<file path="src/insn_decode_pkg.sv">
// shared constants and types for the instruction decoder
package insn_decode_pkg;

	// ----------------------------------------
	// word and field layout
	// ----------------------------------------
	localparam int WORD_W = 14;
	localparam int DATA_W = 8;
	localparam int IDX_W = 7;
	localparam int LIT_W = 11;
	localparam int OPC_HI = 13;
	localparam int OPC_LO = 8;
	localparam int DEST_BIT = 7;
	localparam int IDX_HI = 6;
	localparam int BPOS_HI = 9;
	localparam int BPOS_LO = 7;
	localparam int LIT_HI = 10;
	localparam int SEL_STEP_BIT = 2;
	localparam int SEL_OFF_BIT = 6;
	localparam int STEP_HI = 1;

	// ----------------------------------------
	// fixed values
	// ----------------------------------------
	localparam logic [WORD_W-1:0] NOP_WORD = 14'h0000;
	localparam logic [IDX_W-1:0] IND0_IDX = 7'h00;
	localparam logic [IDX_W-1:0] IND1_IDX = 7'h01;
	localparam logic [IDX_W-1:0] REG_IDX_MAX = 7'h7F;
	localparam int PHASES = 4;
	localparam logic [1:0] PH_FIRST = 2'h0;
	localparam logic [1:0] PH_READ = 2'h1;
	localparam logic [1:0] PH_CALC = 2'h2;
	localparam logic [1:0] PH_LAST = 2'h3;
	localparam logic [1:0] STEP_PRE_INC = 2'h0;
	localparam logic [1:0] STEP_PRE_DEC = 2'h1;
	localparam logic [1:0] STEP_POST_INC = 2'h2;
	localparam logic [1:0] STEP_POST_DEC = 2'h3;
	localparam logic [1:0] CYC_ONE = 2'h1;

	// ----------------------------------------
	// types
	// ----------------------------------------
	typedef enum logic [1:0] {CLS_BYTE, CLS_BIT, CLS_LIT} insn_class_t;
	typedef enum logic [1:0] {WR_NONE, WR_FILE, WR_ACC, WR_BY_D} wr_kind_t;
	typedef enum logic [1:0] {ST_EXEC, ST_EXTRA, ST_FLUSH} seq_state_t;
	typedef struct packed {
		insn_class_t cls;
		wr_kind_t wr;
		logic file_op;
		logic two;
		logic step_op;
		logic off_op;
	} dec_t;

endpackage

</file>
<file path="src/phase_gen.sv">
// four-phase sequencer inside one instruction cycle
`timescale 1ns/100ps
`default_nettype none
module phase_gen
	import insn_decode_pkg::*;
(
	// clock and reset
	input wire logic clock_in,
	input wire logic rst_in,
	// phase
	output logic [1:0] phase_out,
	output logic first_out,
	output logic last_out
);

	logic [1:0] phase_r;

	// ----------------------------------------
	// phase counter
	// ----------------------------------------
	always_ff @(posedge clock_in) begin
		if (rst_in) begin
			phase_r <= PH_FIRST;
		end else begin
			phase_r <= 2'(phase_r + 2'h1);
		end
	end

	assign phase_out = phase_r;
	assign first_out = (phase_r == PH_FIRST);
	assign last_out = (phase_r == 2'(PHASES - 1));

endmodule
`default_nettype wire

</file>
<file path="src/field_split.sv">
// operand field extraction from the held instruction word
`timescale 1ns/100ps
`default_nettype none
module field_split
	import insn_decode_pkg::*;
(
	// word
	input wire logic [WORD_W-1:0] word_in,
	// fields
	output logic [OPC_HI-OPC_LO:0] opcode_out,
	output logic [IDX_W-1:0] reg_index_out,
	output logic [BPOS_HI-BPOS_LO:0] bit_pos_out,
	output logic dest_out,
	output logic [LIT_W-1:0] literal_out,
	output logic [STEP_HI:0] step_out,
	output logic sel_step_out,
	output logic sel_off_out
);

	// ----------------------------------------
	// field wiring
	// ----------------------------------------
	assign opcode_out = word_in[OPC_HI:OPC_LO];
	assign reg_index_out = word_in[IDX_HI:0];
	assign bit_pos_out = word_in[BPOS_HI:BPOS_LO];
	assign dest_out = word_in[DEST_BIT];
	assign literal_out = word_in[LIT_HI:0];
	assign step_out = word_in[STEP_HI:0];
	assign sel_step_out = word_in[SEL_STEP_BIT];
	assign sel_off_out = word_in[SEL_OFF_BIT];

endmodule
`default_nettype wire

</file>
<file path="src/insn_decode_cycle_timing.sv">
// instruction decoder with cycle timing and read-modify-write strobes
//
// What this block does
// - decode from one 14-bit word
// - sort into byte, bit, literal classes
// - one instruction cycle by default
// - calls take two cycles
// - returns take two cycles
// - jumps and skips take two cycles
// - indirect access to program memory adds cycle
// - four clocks per instruction cycle
// - file operand: read, modify, then store
// - result goes where instruction or target says
// - target 0 accumulator, 1 file register
// - register index spans 0x00 to 0x7F
// - bit position picks one of eight
// - ignored bits never change decoding
// - pointer select picks pointer 0 or 1
// - step field picks pre/post inc/dec
// - literal field carries data or target
`timescale 1ns/100ps
`default_nettype none
module insn_decode_cycle_timing
	import insn_decode_pkg::*;
(
	// clock and reset
	input wire logic clock_in,
	input wire logic rst_in,
	// fetch path
	input wire logic [WORD_W-1:0] insn_word_in,
	input wire logic insn_valid_in,
	output logic insn_taken_out,
	// pointer targets, high when pointing at program memory
	input wire logic [1:0] ptr_prog_in,
	// register file and accumulator data
	input wire logic [DATA_W-1:0] file_rd_data_in,
	input wire logic [DATA_W-1:0] alu_result_in,
	// decoded fields
	output logic [1:0] class_out,
	output logic [OPC_HI-OPC_LO:0] opcode_out,
	output logic [IDX_W-1:0] reg_index_out,
	output logic [BPOS_HI-BPOS_LO:0] bit_pos_out,
	output logic [LIT_W-1:0] literal_out,
	output logic ptr_sel_out,
	output logic [1:0] cycles_out,
	// sequencing
	output logic [1:0] phase_out,
	output logic cycle_start_out,
	output logic flush_out,
	output logic idle_cycle_out,
	output logic extra_cycle_out,
	// read-modify-write strobes
	output logic file_rd_out,
	output logic [DATA_W-1:0] operand_out,
	output logic file_wr_out,
	output logic acc_wr_out,
	output logic [DATA_W-1:0] wr_data_out,
	// pointer stepping
	output logic ptr_inc_out,
	output logic ptr_dec_out
);

	// ----------------------------------------
	// opcode table
	// ----------------------------------------
	function automatic dec_t decode_word(input logic [WORD_W-1:0] w);
		dec_t d;
		d.cls = CLS_LIT;
		d.wr = WR_NONE;
		d.file_op = 1'b0;
		d.two = 1'b0;
		d.step_op = 1'b0;
		d.off_op = 1'b0;
		// don't-care bits are wildcards, never compared
		casez (w)
			14'b00_0000_0000_1000,
			14'b00_0000_0000_1001: begin
				d.two = 1'b1;
			end
			14'b00_0000_0000_1010: begin
				d.two = 1'b1;
			end
			14'b00_0000_0000_1011: begin
				d.two = 1'b1;
			end
			14'b00_0000_0001_0???: begin
				d.step_op = 1'b1;
				d.wr = WR_ACC;
			end
			14'b00_0000_0001_1???: begin
				d.step_op = 1'b1;
			end
			14'b00_0000_1???_????,
			14'b00_0001_1???_????: begin
				d.cls = CLS_BYTE;
				d.file_op = 1'b1;
				d.wr = WR_FILE;
			end
			14'b00_0000_????_????: begin
				d.cls = CLS_LIT;
			end
			14'b00_0001_0000_00??: begin
				d.cls = CLS_BYTE;
				d.wr = WR_ACC;
			end
			14'b00_1011_????_????,
			14'b00_1111_????_????: begin
				d.cls = CLS_BYTE;
				d.file_op = 1'b1;
				d.wr = WR_BY_D;
				d.two = 1'b1;
			end
			14'b00_????_????_????: begin
				d.cls = CLS_BYTE;
				d.file_op = 1'b1;
				d.wr = WR_BY_D;
			end
			14'b01_0???_????_????: begin
				d.cls = CLS_BIT;
				d.file_op = 1'b1;
				d.wr = WR_FILE;
			end
			14'b01_1???_????_????: begin
				d.cls = CLS_BIT;
				d.file_op = 1'b1;
				d.two = 1'b1;
			end
			14'b10_0???_????_????: begin
				d.two = 1'b1;
			end
			14'b10_1???_????_????,
			14'b11_001?_????_????: begin
				d.two = 1'b1;
			end
			14'b11_0100_????_????: begin
				d.wr = WR_ACC;
				d.two = 1'b1;
			end
			14'b11_01??_????_????,
			14'b11_1011_????_????,
			14'b11_1101_????_????: begin
				d.cls = CLS_BYTE;
				d.file_op = 1'b1;
				d.wr = WR_BY_D;
			end
			14'b11_1111_????_????: begin
				d.off_op = 1'b1;
				d.wr = w[DEST_BIT] ? WR_NONE : WR_ACC;
			end
			default: begin
				d.wr = WR_ACC;
			end
		endcase
		return d;
	endfunction

	// pointer used by a word, and whether it reaches an indirect window
	function automatic logic [1:0] ptr_use(input logic [WORD_W-1:0] w,
			input dec_t d);
		logic hit;
		logic sel;
		hit = 1'b0;
		sel = w[0];
		if (d.step_op) begin
			hit = 1'b1;
			sel = w[SEL_STEP_BIT];
		end else if (d.off_op) begin
			hit = 1'b1;
			sel = w[SEL_OFF_BIT];
		end else if (d.file_op) begin
			hit = (w[IDX_HI:0] == IND0_IDX) || (w[IDX_HI:0] == IND1_IDX);
		end
		return {hit, sel};
	endfunction

	// ----------------------------------------
	// signals
	// ----------------------------------------
	logic [1:0] phase;
	logic ph_first;
	logic ph_last;
	seq_state_t state_r;
	seq_state_t state_nxt;
	logic [WORD_W-1:0] word_r;
	logic [WORD_W-1:0] word_nxt;
	dec_t dec_r;
	dec_t dec_nxt;
	logic extra_r;
	logic [1:0] cycles_r;
	logic [1:0] use_nxt;
	logic extra_nxt;
	logic [DATA_W-1:0] operand_r;
	logic [DATA_W-1:0] wr_data_r;
	logic dest_d;
	logic [STEP_HI:0] step;
	logic sel_step;
	logic sel_off;
	logic exec;
	logic write_here;
	logic step_now;
	logic take;

	// ----------------------------------------
	// submodules
	// ----------------------------------------
	phase_gen u_phase (
		.clock_in(clock_in),
		.rst_in(rst_in),
		.phase_out(phase),
		.first_out(ph_first),
		.last_out(ph_last)
	);

	field_split u_fields (
		.word_in(word_r),
		.opcode_out(opcode_out),
		.reg_index_out(reg_index_out),
		.bit_pos_out(bit_pos_out),
		.dest_out(dest_d),
		.literal_out(literal_out),
		.step_out(step),
		.sel_step_out(sel_step),
		.sel_off_out(sel_off)
	);

	// ----------------------------------------
	// cycle sequencing
	// ----------------------------------------
	always_comb begin
		state_nxt = state_r;
		if (ph_last) begin
			case (state_r)
				ST_EXEC: begin
					if (extra_r) begin
						state_nxt = ST_EXTRA;
					end else if (dec_r.two) begin
						state_nxt = ST_FLUSH;
					end else begin
						state_nxt = ST_EXEC;
					end
				end
				ST_EXTRA: begin
					state_nxt = dec_r.two ? ST_FLUSH : ST_EXEC;
				end
				ST_FLUSH: begin
					state_nxt = ST_EXEC;
				end
				default: begin
					state_nxt = ST_FLUSH;
				end
			endcase
		end
	end

	assign take = ph_last && (state_nxt == ST_EXEC);
	assign word_nxt = insn_valid_in ? insn_word_in : NOP_WORD;
	assign dec_nxt = decode_word(word_nxt);
	assign use_nxt = ptr_use(word_nxt, dec_nxt);
	assign extra_nxt = use_nxt[1] && ptr_prog_in[use_nxt[0]];

	always_ff @(posedge clock_in) begin
		if (rst_in) begin
			state_r <= ST_FLUSH;
		end else begin
			state_r <= state_nxt;
		end
	end

	always_ff @(posedge clock_in) begin
		if (rst_in) begin
			word_r <= NOP_WORD;
			dec_r <= decode_word(NOP_WORD);
			extra_r <= 1'b0;
			cycles_r <= CYC_ONE;
		end else if (take) begin
			word_r <= word_nxt;
			dec_r <= dec_nxt;
			extra_r <= extra_nxt;
			cycles_r <= 2'(CYC_ONE + {1'b0, dec_nxt.two} + {1'b0, extra_nxt});
		end
	end

	// ----------------------------------------
	// read-modify-write datapath
	// ----------------------------------------
	assign exec = (state_r == ST_EXEC);
	assign write_here = exec && (phase == PH_LAST);

	always_ff @(posedge clock_in) begin
		if (rst_in) begin
			operand_r <= '0;
		end else if (file_rd_out) begin
			operand_r <= file_rd_data_in;
		end
	end

	always_ff @(posedge clock_in) begin
		if (rst_in) begin
			wr_data_r <= '0;
		end else if (exec && (phase == PH_CALC)) begin
			wr_data_r <= alu_result_in;
		end
	end

	// read even when the instruction only writes the register
	assign file_rd_out = exec && dec_r.file_op && (phase == PH_READ);
	assign file_wr_out = write_here && ((dec_r.wr == WR_FILE) ||
		((dec_r.wr == WR_BY_D) && dest_d));
	assign acc_wr_out = write_here && ((dec_r.wr == WR_ACC) ||
		((dec_r.wr == WR_BY_D) && !dest_d));

	// ----------------------------------------
	// pointer stepping
	// ----------------------------------------
	assign step_now = exec && dec_r.step_op &&
		((ph_first && !step[1]) || (ph_last && step[1]));
	assign ptr_inc_out = step_now && !step[0];
	assign ptr_dec_out = step_now && step[0];
	assign ptr_sel_out = dec_r.step_op ? sel_step :
		(dec_r.off_op ? sel_off : word_r[0]);

	// ----------------------------------------
	// outputs
	// ----------------------------------------
	assign insn_taken_out = take;
	assign class_out = dec_r.cls;
	assign cycles_out = cycles_r;
	assign phase_out = phase;
	assign cycle_start_out = ph_first;
	assign flush_out = ph_last && (state_nxt == ST_FLUSH);
	assign idle_cycle_out = (state_r == ST_FLUSH);
	assign extra_cycle_out = (state_r == ST_EXTRA);
	assign operand_out = operand_r;
	assign wr_data_out = wr_data_r;

	// ----------------------------------------
	// checks
	// ----------------------------------------
	logic [3:0] since_take_r;
	logic seen_take_r;

	always_ff @(posedge clock_in) begin
		if (rst_in) begin
			since_take_r <= 4'h0;
			seen_take_r <= 1'b0;
		end else begin
			since_take_r <= take ? 4'h1 : 4'(since_take_r + 4'h1);
			seen_take_r <= seen_take_r | take;
		end
	end
endmodule
`default_nettype wire

</file>
<file path="config.mk">
export PLATFORM = sky130hd
export DESIGN_NAME = insn_decode_cycle_timing
export DESIGN_NICKNAME = d
export VERILOG_FILES = /design/src/insn_decode_pkg.sv /design/src/phase_gen.sv /design/src/field_split.sv /design/src/insn_decode_cycle_timing.sv
export SDC_FILE = /design/constraint.sdc
export NUM_CORES = 1
export LEC_CHECK = 0
export ABC_CLOCK_PERIOD_IN_PS = 2200
export BUFFER_PORTS_ARGS = -buffer_cell sky130_fd_sc_hd__buf_2
export CAP_MARGIN = 5
export CORE_UTILIZATION = 40
export DETAILED_ROUTE_END_ITERATION = 10
export HOLD_SLACK_MARGIN = 0.03
export PLACE_DENSITY = 0.69
export SLEW_MARGIN = 20
export SYNTH_ARGS = -nofsm -noshare
export SYNTH_HDL_FRONTEND = slang
export SYNTH_HIERARCHICAL = 1
export SYNTH_SLANG_ARGS = --single-unit
</file>
<file path="constraint.sdc">
create_clock -name clock_in -period 2.2 [get_ports clock_in]
set_input_delay 0.11 -clock clock_in [delete_from_list [all_inputs] [get_ports clock_in]]
set_output_delay 0.11 -clock clock_in [all_outputs]
set_load 0.05 [all_outputs]
</file>
==> results.cfg, run 1 <==
[clocking]
cts_setup_buffers = 0
clock_sinks = 45
cts.hold.buffers_added = 0
cts_max_level = 2
cts-root-buf = clkbuf_8
cts_tree = done
cts.reportedPaths.clkPinSlew_ns = 0.09
cts_resized = 0
cts_made_buffers = 5
cts_buffer_depth = 2
insertion_delay_ns = 0.30

[grt]
grtUsageTotal_pct = 18.73
antenna_found_initial = 0
grt_pass1_wl_mm = 9.411
grt_max_degree = 47
grt_pass1_vias = 1912
overflow = 0

[die]
fp.dieH_um = 80.66
ios = 95
core_area_um2 = 5956
initial_utilization_pct = 41.55
fp.dieArea_um2 = 6506
rows = 28
dieWidth_um = 80.66

[power]
p_per_area_nw_per_um2 = 580.3
p_int_uw = 1147
seqPwrFrac_pct = 51.8
power_switching_share_pct = 30.01
comb_power_share_pct = 17.7
p_leak_uw = 0.001244
clockPowerShare_pct = 30.4
vdd_drop_max_mv = 0.2829
p_sw_uw = 491.8

[timing]
slew_headroom_pct = 46.39
rsz0062_at_grt = false
timing.final.crit_share_pct = 92.24
setup_violations = 0
fin_skew_ns = 0.007095
fin_ws_ns = 0.1708
tns_ns = 0
worst_pin_slew_ns = 0.8041
hold_violations = 0
layout_min_cycle_time_ns = 2.029
drv_slew = 0
fmax_ghz = 0.4928

[worst_hold_path]
hp-class = in -> reg
min_path_cells = 3
worstHoldStart = alu_result_in[6]
hold_end = wr_data_out[6]$_SDFFE_PP0P_

[layout]
drive_above_1_share_pct = 32.62
syn2layout_area_growth_pct = 14.11
fin_nets = 411
n_antenna_cell = 0

[worst_setup_path]
reg2reg_from = u_phase/phase_out[0]$_SDFF_PP0_
critPathLaunchType = flop
ff2ff_path_depth = 6
cp_cell_sequence = ha_1, o21ai_2, inv_1, buf_4, buf_2
cp_max_fo = 10
reg2reg_setup_slack_ns = 0.49
crit_family = buffers and inverters
crit_slowest_cell = dfxtp_1
worstSetupPathType = reg -> out
endpoint_kind = output pin
cp.required_ns = 2.09
regToRegEndpoint = dec_r[5]$_SDFFE_PP0P_
max_stage_delay_ns = 0.46
arrival_ns = 1.92
cp_num_buf_inv = 3

[route]
wl_per_cell_um = 13.22
wirelength_mm = 5.934
dr.pass1.iters = 4
via_per_inst = 5.060
drt-initial-drc-count = 114
antenna_left = 0
drc = 0
vias = 2272

[yosys]
async_flop_share_pct = 0
yosysTopAreaCell = dfxtp_1
ys_seq_elements = 45
yosys.cell_count.top_type = nand2_1
ys.flop_type = dfxtp_1
synth.area.top_cells = dfxtp_1, buf_4, nand2_1
synth.net_count = 357
ys_warn_count = 6
synth-edff-count = 0
syn_avg_cell_area_um2 = 7.758
ys_types = 53
synth_top_area_share_pct = 36.40
syn_inst = 319
yosysSeqAreaShare_pct = 36.40
synthTopCellsByCount = nand2_1, dfxtp_1, a21oi_1
synth_area_um2 = 2475

[placement]
dp_hpwl_mm = 4.393
gp_congestion = 0.9137
io_buffers = 94
post-place-ws_ns = 0.1977

[run]
maxCapViolations = 0

[run_status]
status = finished clean
## logic make-up after synthesis
kind of cell    count (synthesis)  share of synthesized area [%]
simple gates                  134                          26.24
compound gates                 71                          19.01
buf+inv                        63                          15.57
flops                          45                          36.40
mux                             3                          1.264
fa+ha+maj                       3                          1.517
## metrics by stage
| step | total power [uW] | util (%) | instance area [um^2] | hold slack, ns | std cells |
|---|---|---|---|---|---|
| after floorplan | 1085 | - | 2475 | 0.1767 | 319 |
| after global placement | 1156 | 46.01 | 2740 | 0.3520 | 441 |
| after detailed placement | 1160 | 46.01 | 2740 | 0.3556 | 441 |
| after CTS | 1658 | 47.42 | 2824 | 0.03126 | 449 |
| after global routing | 1725 | 47.42 | 2824 | 0.03102 | 449 |
| final | 1639 | 47.42 | 2824 | 0.03996 | 449 |
## registers in the layout, indices dropped and copies added, names as in the netlist
register and cells:
word_r 14, operand_out 8, wr_data_out 8, dec_r 6, class_out 2, cycles_out 2, state_r 2, u_phase/phase_out 2
extra_r 1
## power by group through the flow
stage | sequential, uW | combinational [uW] | clock (uW)
after floorplan | 886 | 199 | 0
after global placement | 868 | 288 | 0
after detailed placement | 869 | 291 | 0
after CTS | 850 | 292 | 517
after global routing | 853 | 315 | 557
final | 849 | 291 | 499
## layout make-up
class / instances / area, um^2
Clock buffer: 7 / 76.32
Clock inverter: 1 / 7.507
Fill cell: 636 / 3132
Inverter: 10 / 37.54
Multi-Input combinational cell: 211 / 1192
Sequential cell: 45 / 900.9
Tap cell: 75 / 93.84
Timing Repair Buffer: 100 / 515.5
## worst reg2reg max path: stages, from the launching register on
cell	delay, ns
dfxtp_1	0.46
ha_1	0.34
o21ai_2	0.10
inv_1	0.25
buf_4	0.22
o211a_1	0.16
nor3_1	0.05
## layer usage
layer	wire (um)	global-route usage [%]
met5	0	0
met4	67	6.964
met3	241	3.864
met2	2834	28.56
met1	2791	25.70
## cells in the final DEF, fill, tap and decap left out, types with 2 or more instances in the layout
cell type and count:
a211oi_1 2, buf_2 94, nor3b_1 2, buf_4 6, a211o_1 2, nor3_1 7, and3_1 3, o21ai_2 2
o21ai_1 2, nand2b_1 2, nor2_1 25, o221a_2 2, dfxtp_1 45, and2_1 2, ha_1 3, nand3_1 18
o41a_1 2, clkbuf_1 2, nand4_1 2, a31oi_1 2, nand2_1 57, nor2b_1 7, o21ai_0 4, inv_1 9
mux2i_1 2, clkbuf_8 5, a21oi_1 39
## worst max-delay path by stage
stage,startpoint,to,slack [ns],depth (start not counted)
after floorplan,u_phase/phase_out[0]$_SDFF_PP0_,ptr_dec_out,0.0007,5
after global placement,insn_word_in[2],cycles_out[0]$_SDFFE_PP1P_,0.22,8
after detailed placement,insn_word_in[2],cycles_out[0]$_SDFFE_PP1P_,0.20,8
after CTS,u_phase/phase_out[0]$_SDFF_PP0_,insn_taken_out,0.16,5
after global routing,u_phase/phase_out[0]$_SDFF_PP0_,insn_taken_out,0.03,5
final,u_phase/phase_out[0]$_SDFF_PP0_,insn_taken_out,0.17,5
No activity file was read; power rests on OpenSTA's default activity.
==> run 2: changes to the inputs <==
--- a/config.mk
+++ b/config.mk
@@ -5,9 +5,10 @@
 export SDC_FILE = /design/constraint.sdc
 export NUM_CORES = 1
 export LEC_CHECK = 0
-export ABC_CLOCK_PERIOD_IN_PS = 2200
+export ABC_CLOCK_PERIOD_IN_PS = 1900
 export BUFFER_PORTS_ARGS = -buffer_cell sky130_fd_sc_hd__buf_2
 export CAP_MARGIN = 5
+export CORE_MARGIN = 5
 export CORE_UTILIZATION = 40
 export DETAILED_ROUTE_END_ITERATION = 10
 export HOLD_SLACK_MARGIN = 0.03
==> constraint.sdc (replaced) <==
create_clock -name clock_in -period 1.9 [get_ports clock_in]
set_input_delay 0.095 -clock clock_in [delete_from_list [all_inputs] [get_ports clock_in]]
set_output_delay 0.095 -clock clock_in [all_outputs]
set_load 0.05 [all_outputs]
==> run 2 against run 1 <==
Hold slack improved by 0.0015 ns. Sequential power increased by 16%. Clock-buffer cell count decreased by 1. Cell area increased by 11%. Die area increased by 21%. Critical path depth unchanged. Critical path type unchanged.
==> results.cfg, run 2 (same netlist as run 1, synthesis figures left out) <==
[route]
via_per_inst = 5.038
drc = 0
wl_per_cell_um = 14.45
wl_met2_mm = 3.524
highest_layer = met4
vias = 2408
dr.pass1.iters = 4
route.met3.wl_um = 327
drt-initial-drc-count = 108
wirelength_mm = 6.908
antenna_left = 0
met1_length_mm = 2.908

[timing]
fmax_ghz = 0.5649
hold_violations = 0
slew_headroom_pct = 58.11
drv_slew = 0
rsz0062_at_grt = false
fin_hold_ws_ns = 0.04150
setup_violations = 0
timing.final.crit_share_pct = 93.17
worst_pin_slew_ns = 0.6284
layout_min_cycle_time_ns = 1.770
fin_skew_ns = 0.01128

[die]
fp.dieH_um = 88.66
fp.dieArea_um2 = 7861
core_area_um2 = 5956
ios = 95
dieWidth_um = 88.66
initial_utilization_pct = 41.55
rows = 28

[clocking]
clock_sinks = 45
cts_made_buffers = 5
cts-root-buf = clkbuf_8
insertion_delay_ns = 0.30
cts_tree = done
cts.reportedPaths.clkPinSlew_ns = 0.09
cts_max_level = 2
cts_buffer_depth = 2

[layout]
largest_reg_flops = 14
final-seq-area_um2 = 903.4
top_register = word_r
n_antenna_cell = 0
design_area_um2 = 3142
multi_input_area_um2 = 1205
drive_above_1_share_pct = 35.73
fin_nets = 440
fillers = 592
syn2layout_area_growth_pct = 26.95
layout_commonest_cell = buf_2
final_cell_mix = buf_2, nand2_1, dfxtp_1, a21oi_1, nor2_1

[grt]
grt_pass1_wl_mm = 10.68
antenna_found_initial = 0
grt_pass1_vias = 2249
overflow = 0
grt_max_degree = 35
grtUsageTotal_pct = 17.27

[worst_setup_path]
cp_max_fo = 7
critPathLaunchType = flop
worstSetupPathType = reg -> out
endpoint_kind = output pin
cp.required_ns = 1.80
arrival_ns = 1.68

[power]
p_per_area_nw_per_um2 = 670.6
finalPower_uw = 2107
p_leak_uw = 0.001393
vdd_drop_max_mv = 0.4084

[run]
maxCapViolations = 0

[worst_hold_path]
hp-class = in -> reg

[placement]
gp_congestion = 0.8473
dp_hpwl_mm = 5.106
placed_area_um2 = 2851
io_buffers = 94

[run_status]
status = finished clean
-- run 2: cell types whose count changed in the layout (fill, tap and decap cells not counted), sizes merged --
| cell | change |
|---|---|
| dlygate4sd3 | +15 |
| bufinv | +1 |
| clkinv | +1 |
| clkinvlp | -1 |
| clkbuf | +1 |
| buf | +12 |
-- run 2: final timing paths --
| kind | endpoint | depth (start not counted) | startpoint | slack, ns |
|---|---|---|---|---|
| setup reg to reg | class_out[1]$_SDFFE_PP1P_ | 6 | state_r[1]$_SDFF_PP1_ | 0.24 |
| hold / removal | wr_data_out[5]$_SDFFE_PP0P_ | 3 | alu_result_in[5] | 0.04 |
| setup / recovery | ptr_inc_out | 5 | u_phase/phase_out[1]$_SDFF_PP0_ | 0.13 |
| hold reg to reg | word_r[11]$_SDFFE_PP0P_ | 2 | word_r[11]$_SDFFE_PP0P_ | 0.45 |
-- run 2: area by class of cell --
cell class | instances | share of cell area, %
Inverter | 10 | 1.195
Tap cell | 75 | 2.987
Multi-Input combinational cell | 211 | 38.35
Sequential cell | 45 | 28.75
Clock inverter | 2 | 1.235
Timing Repair Buffer | 129 | 25.17
Clock buffer | 6 | 2.310
-- run 2: where the power goes --
group	total (uW)	internal (uW)	leakage (uW)	switching [uW]
combinational	390	145	0.000973	245
sequential	984	964	0.000365	20.0
clock	733	395	0.0000554	338
-- run 2: timing repair --
action	in CTS	in global routing
cloned	0	0
setup buffers	0	2
pin swaps	0	1
endpoints found under the hold margin	15	0
gates resized for setup	1	5
setup endpoints to repair	1	4
hold buffers	15	0
-- run 2: worst max-delay path: stages (launching register included) --
cell and delay, ns:
dfxtp_1 0.41, ha_2 0.28, mux2_2 0.17, nand3_1 0.15, nor2_2 0.12, clkbuf_4 0.24
-- run 2: stage by stage --
stage	setup WS (ns)	TNS [ns]	instances	utilization, %
detailed placement	-0.01683	-0.01683	453	47.88
finish	0.1298	0	478	52.75
CTS	0.05888	0	476	52.31
global route	0.004132	0	478	52.75
floorplan	-0.06244	-0.1249	319	-
global placement	-0.01197	-0.01197	453	47.88
-- run 2: per-layer routing --
metal  global-route usage, %  vias to the layer above
li1                        -                     1222
met5                       0                        -
met2                   28.27                       66
met1                   22.10                     1104
met3                   2.886                       16
met4                   7.967                        0
==> run 3: changes to the inputs <==
--- a/config.mk
+++ b/config.mk
@@ -5,7 +5,7 @@
 export SDC_FILE = /design/constraint.sdc
 export NUM_CORES = 1
 export LEC_CHECK = 0
-export ABC_CLOCK_PERIOD_IN_PS = 1900
+export ABC_CLOCK_PERIOD_IN_PS = 2200
 export BUFFER_PORTS_ARGS = -buffer_cell sky130_fd_sc_hd__buf_2
 export CAP_MARGIN = 5
 export CORE_MARGIN = 5
==> constraint.sdc (replaced) <==
create_clock -name clock_in -period 2.2 [get_ports clock_in]
set_input_delay 0.11 -clock clock_in [delete_from_list [all_inputs] [get_ports clock_in]]
set_output_delay 0.11 -clock clock_in [all_outputs]
set_load 0.05 [all_outputs]
==> run 3 against run 2 <==
Sequential cell count stayed put. Register-to-register slack better by 0.18 ns. Setup slack gained 0.085 ns. Critical endpoint is now insn_taken_out. Die area is the same. Non-clock buffer count is 24 lower. Sequential power down 14%. Largest power group unchanged. Combinational power down 24%. Via count shrank 4.2%. Power is 19% lower. Critical path depth shrank 1. First-iteration DRC count increased by 40%. Largest cell class unchanged.
==> results.cfg, run 3 (same netlist as run 1, synthesis figures left out) <==
[grt]
grtUsageTotal_pct = 16.32
grt_max_degree = 47
antenna_found_initial = 0
grt_pass1_wl_mm = 10.27
grt_pass1_vias = 2154
overflow = 0

[clocking]
cts-root-buf = clkbuf_8
cts_resized = 0
cts.hold.buffers_added = 3
cts_tree = done
cts_buffer_depth = 2
cts_max_level = 2
cts.reportedPaths.clkPinSlew_ns = 0.09
cts_setup_buffers = 0
cts_made_buffers = 5
insertion_delay_ns = 0.30
clock_sinks = 45

[worst_hold_path]
hold_end = wr_data_out[2]$_SDFFE_PP0P_
worstHoldStart = alu_result_in[2]
hp-class = in -> reg
min_path_cells = 3

[timing]
timing.final.crit_share_pct = 90.22
layout_min_cycle_time_ns = 1.985
setup_violations = 0
hold_violations = 0
tns_ns = 0
drv_slew = 0
worst_pin_slew_ns = 0.8305
fin_skew_ns = 0.009783
slew_headroom_pct = 44.63
fmax_ghz = 0.5038
rsz0062_at_grt = false

[layout]
syn2layout_area_growth_pct = 16.43
layout_commonest_cell = buf_2
n_antenna_cell = 0
drive_above_1_share_pct = 33.25
top_register = word_r
final_cell_mix = buf_2, nand2_1, dfxtp_1, a21oi_1, nor2_1
fin_nets = 416
largest_reg_flops = 14
fin_cells = 454

[worst_setup_path]
cp_max_fo = 14
arrival_ns = 1.87
ff2ff_path_depth = 6
cp.required_ns = 2.09
endpoint_kind = output pin
reg2reg_setup_slack_ns = 0.42
critPathLaunchType = flop
worstSetupPathType = reg -> out
regToRegEndpoint = dec_r[2]$_SDFFE_PP0P_
reg2reg_from = u_phase/phase_out[0]$_SDFF_PP0_

[power]
seqPwrFrac_pct = 50.0
p_per_area_nw_per_um2 = 589.5
comb_power_share_pct = 17.5
clockPowerShare_pct = 32.5
vdd_drop_max_mv = 0.2821
p_leak_uw = 0.001280
p_int_uw = 1181
power_switching_share_pct = 30.45
p_sw_uw = 517.3

[die]
dieWidth_um = 88.66
initial_utilization_pct = 41.55
core_area_um2 = 5956
rows = 28
fp.dieH_um = 88.66
ios = 95
fp.dieArea_um2 = 7861

[route]
dr.pass1.iters = 4
via_per_inst = 5.084
vias = 2308
antenna_left = 0
wirelength_mm = 6.502
drt-initial-drc-count = 151
drc = 0
wl_per_cell_um = 14.32

[placement]
gp_congestion = 0.9177
io_buffers = 94
dp_hpwl_mm = 4.829
dp_cells = 443

[run_status]
status = finished clean

[run]
maxCapViolations = 0
[run 3: cell types whose count changed in the layout (fill, tap and decap cells not counted), sizes merged]
cell         change
buf             -10
bufinv           -1
clkbuf           -2
clkinv           +1
dlygate4sd3     -12
[run 3: routing by layer]
| metal | routed length, um | GRT usage, % | vias to the layer above |
|---|---|---|---|
| met5 | 0 | 0 | - |
| met4 | 127 | 6.181 | 0 |
| met3 | 397 | 3.631 | 9 |
| met2 | 3160 | 26.38 | 76 |
| met1 | 2816 | 21.18 | 1047 |
| li1 | - | - | 1176 |
[run 3: worst max-delay path by stage]
stage,start,end,slack (ns),cells after the start
2_1_floorplan,u_phase/phase_out[0]$_SDFF_PP0_,ptr_dec_out,0.0007,5
3_3_place_gp,insn_word_in[2],cycles_out[0]$_SDFFE_PP1P_,0.22,8
3_5_place_dp,insn_word_in[2],cycles_out[0]$_SDFFE_PP1P_,0.19,9
4_1_cts,u_phase/phase_out[0]$_SDFF_PP0_,insn_taken_out,0.24,4
5_1_grt,u_phase/phase_out[0]$_SDFF_PP0_,insn_taken_out,0.09,4
6_report,u_phase/phase_out[0]$_SDFF_PP0_,insn_taken_out,0.22,4
[run 3: area by class of cell]
cell class | count | area (um^2)
inverter | 10 | 37.54
clock inverter | 2 | 13.76
timing repair buffer | 105 | 560.5
tap | 75 | 93.84
multi-input combinational | 211 | 1192
sequential | 45 | 900.9
fill | 616 | 3074
clock buffer | 6 | 82.58
[run 3: per-stage QoR]
step	instance area, um^2	utilization [%]	power [uW]	hold slack (ns)	setup WS (ns)
after global routing	2882	48.38	1777	0.03640	0.08654
final	2882	48.38	1699	0.03198	0.2151
after floorplan	2475	-	1085	0.1767	0.0006743
after detailed placement	2755	46.26	1161	0.3584	0.1906
after global placement	2755	46.26	1157	0.3509	0.2205
after CTS	2882	48.38	1714	0.03052	0.2371
[run 3: power by group through the flow]
stage                     Sequential, uW  Combinational, uW  Clock (uW)
after floorplan                      886                199           0
after global placement               868                289           0
after detailed placement             868                293           0
after CTS                            849                298         567
after global routing                 852                322         604
final                                849                298         552
[run 3: critical path, cell delays in order (launching register included)]
cell	delay, ns
dfxtp_1	0.46
ha_1	0.34
o21ai_2	0.10
inv_1	0.33
buf_2	0.35
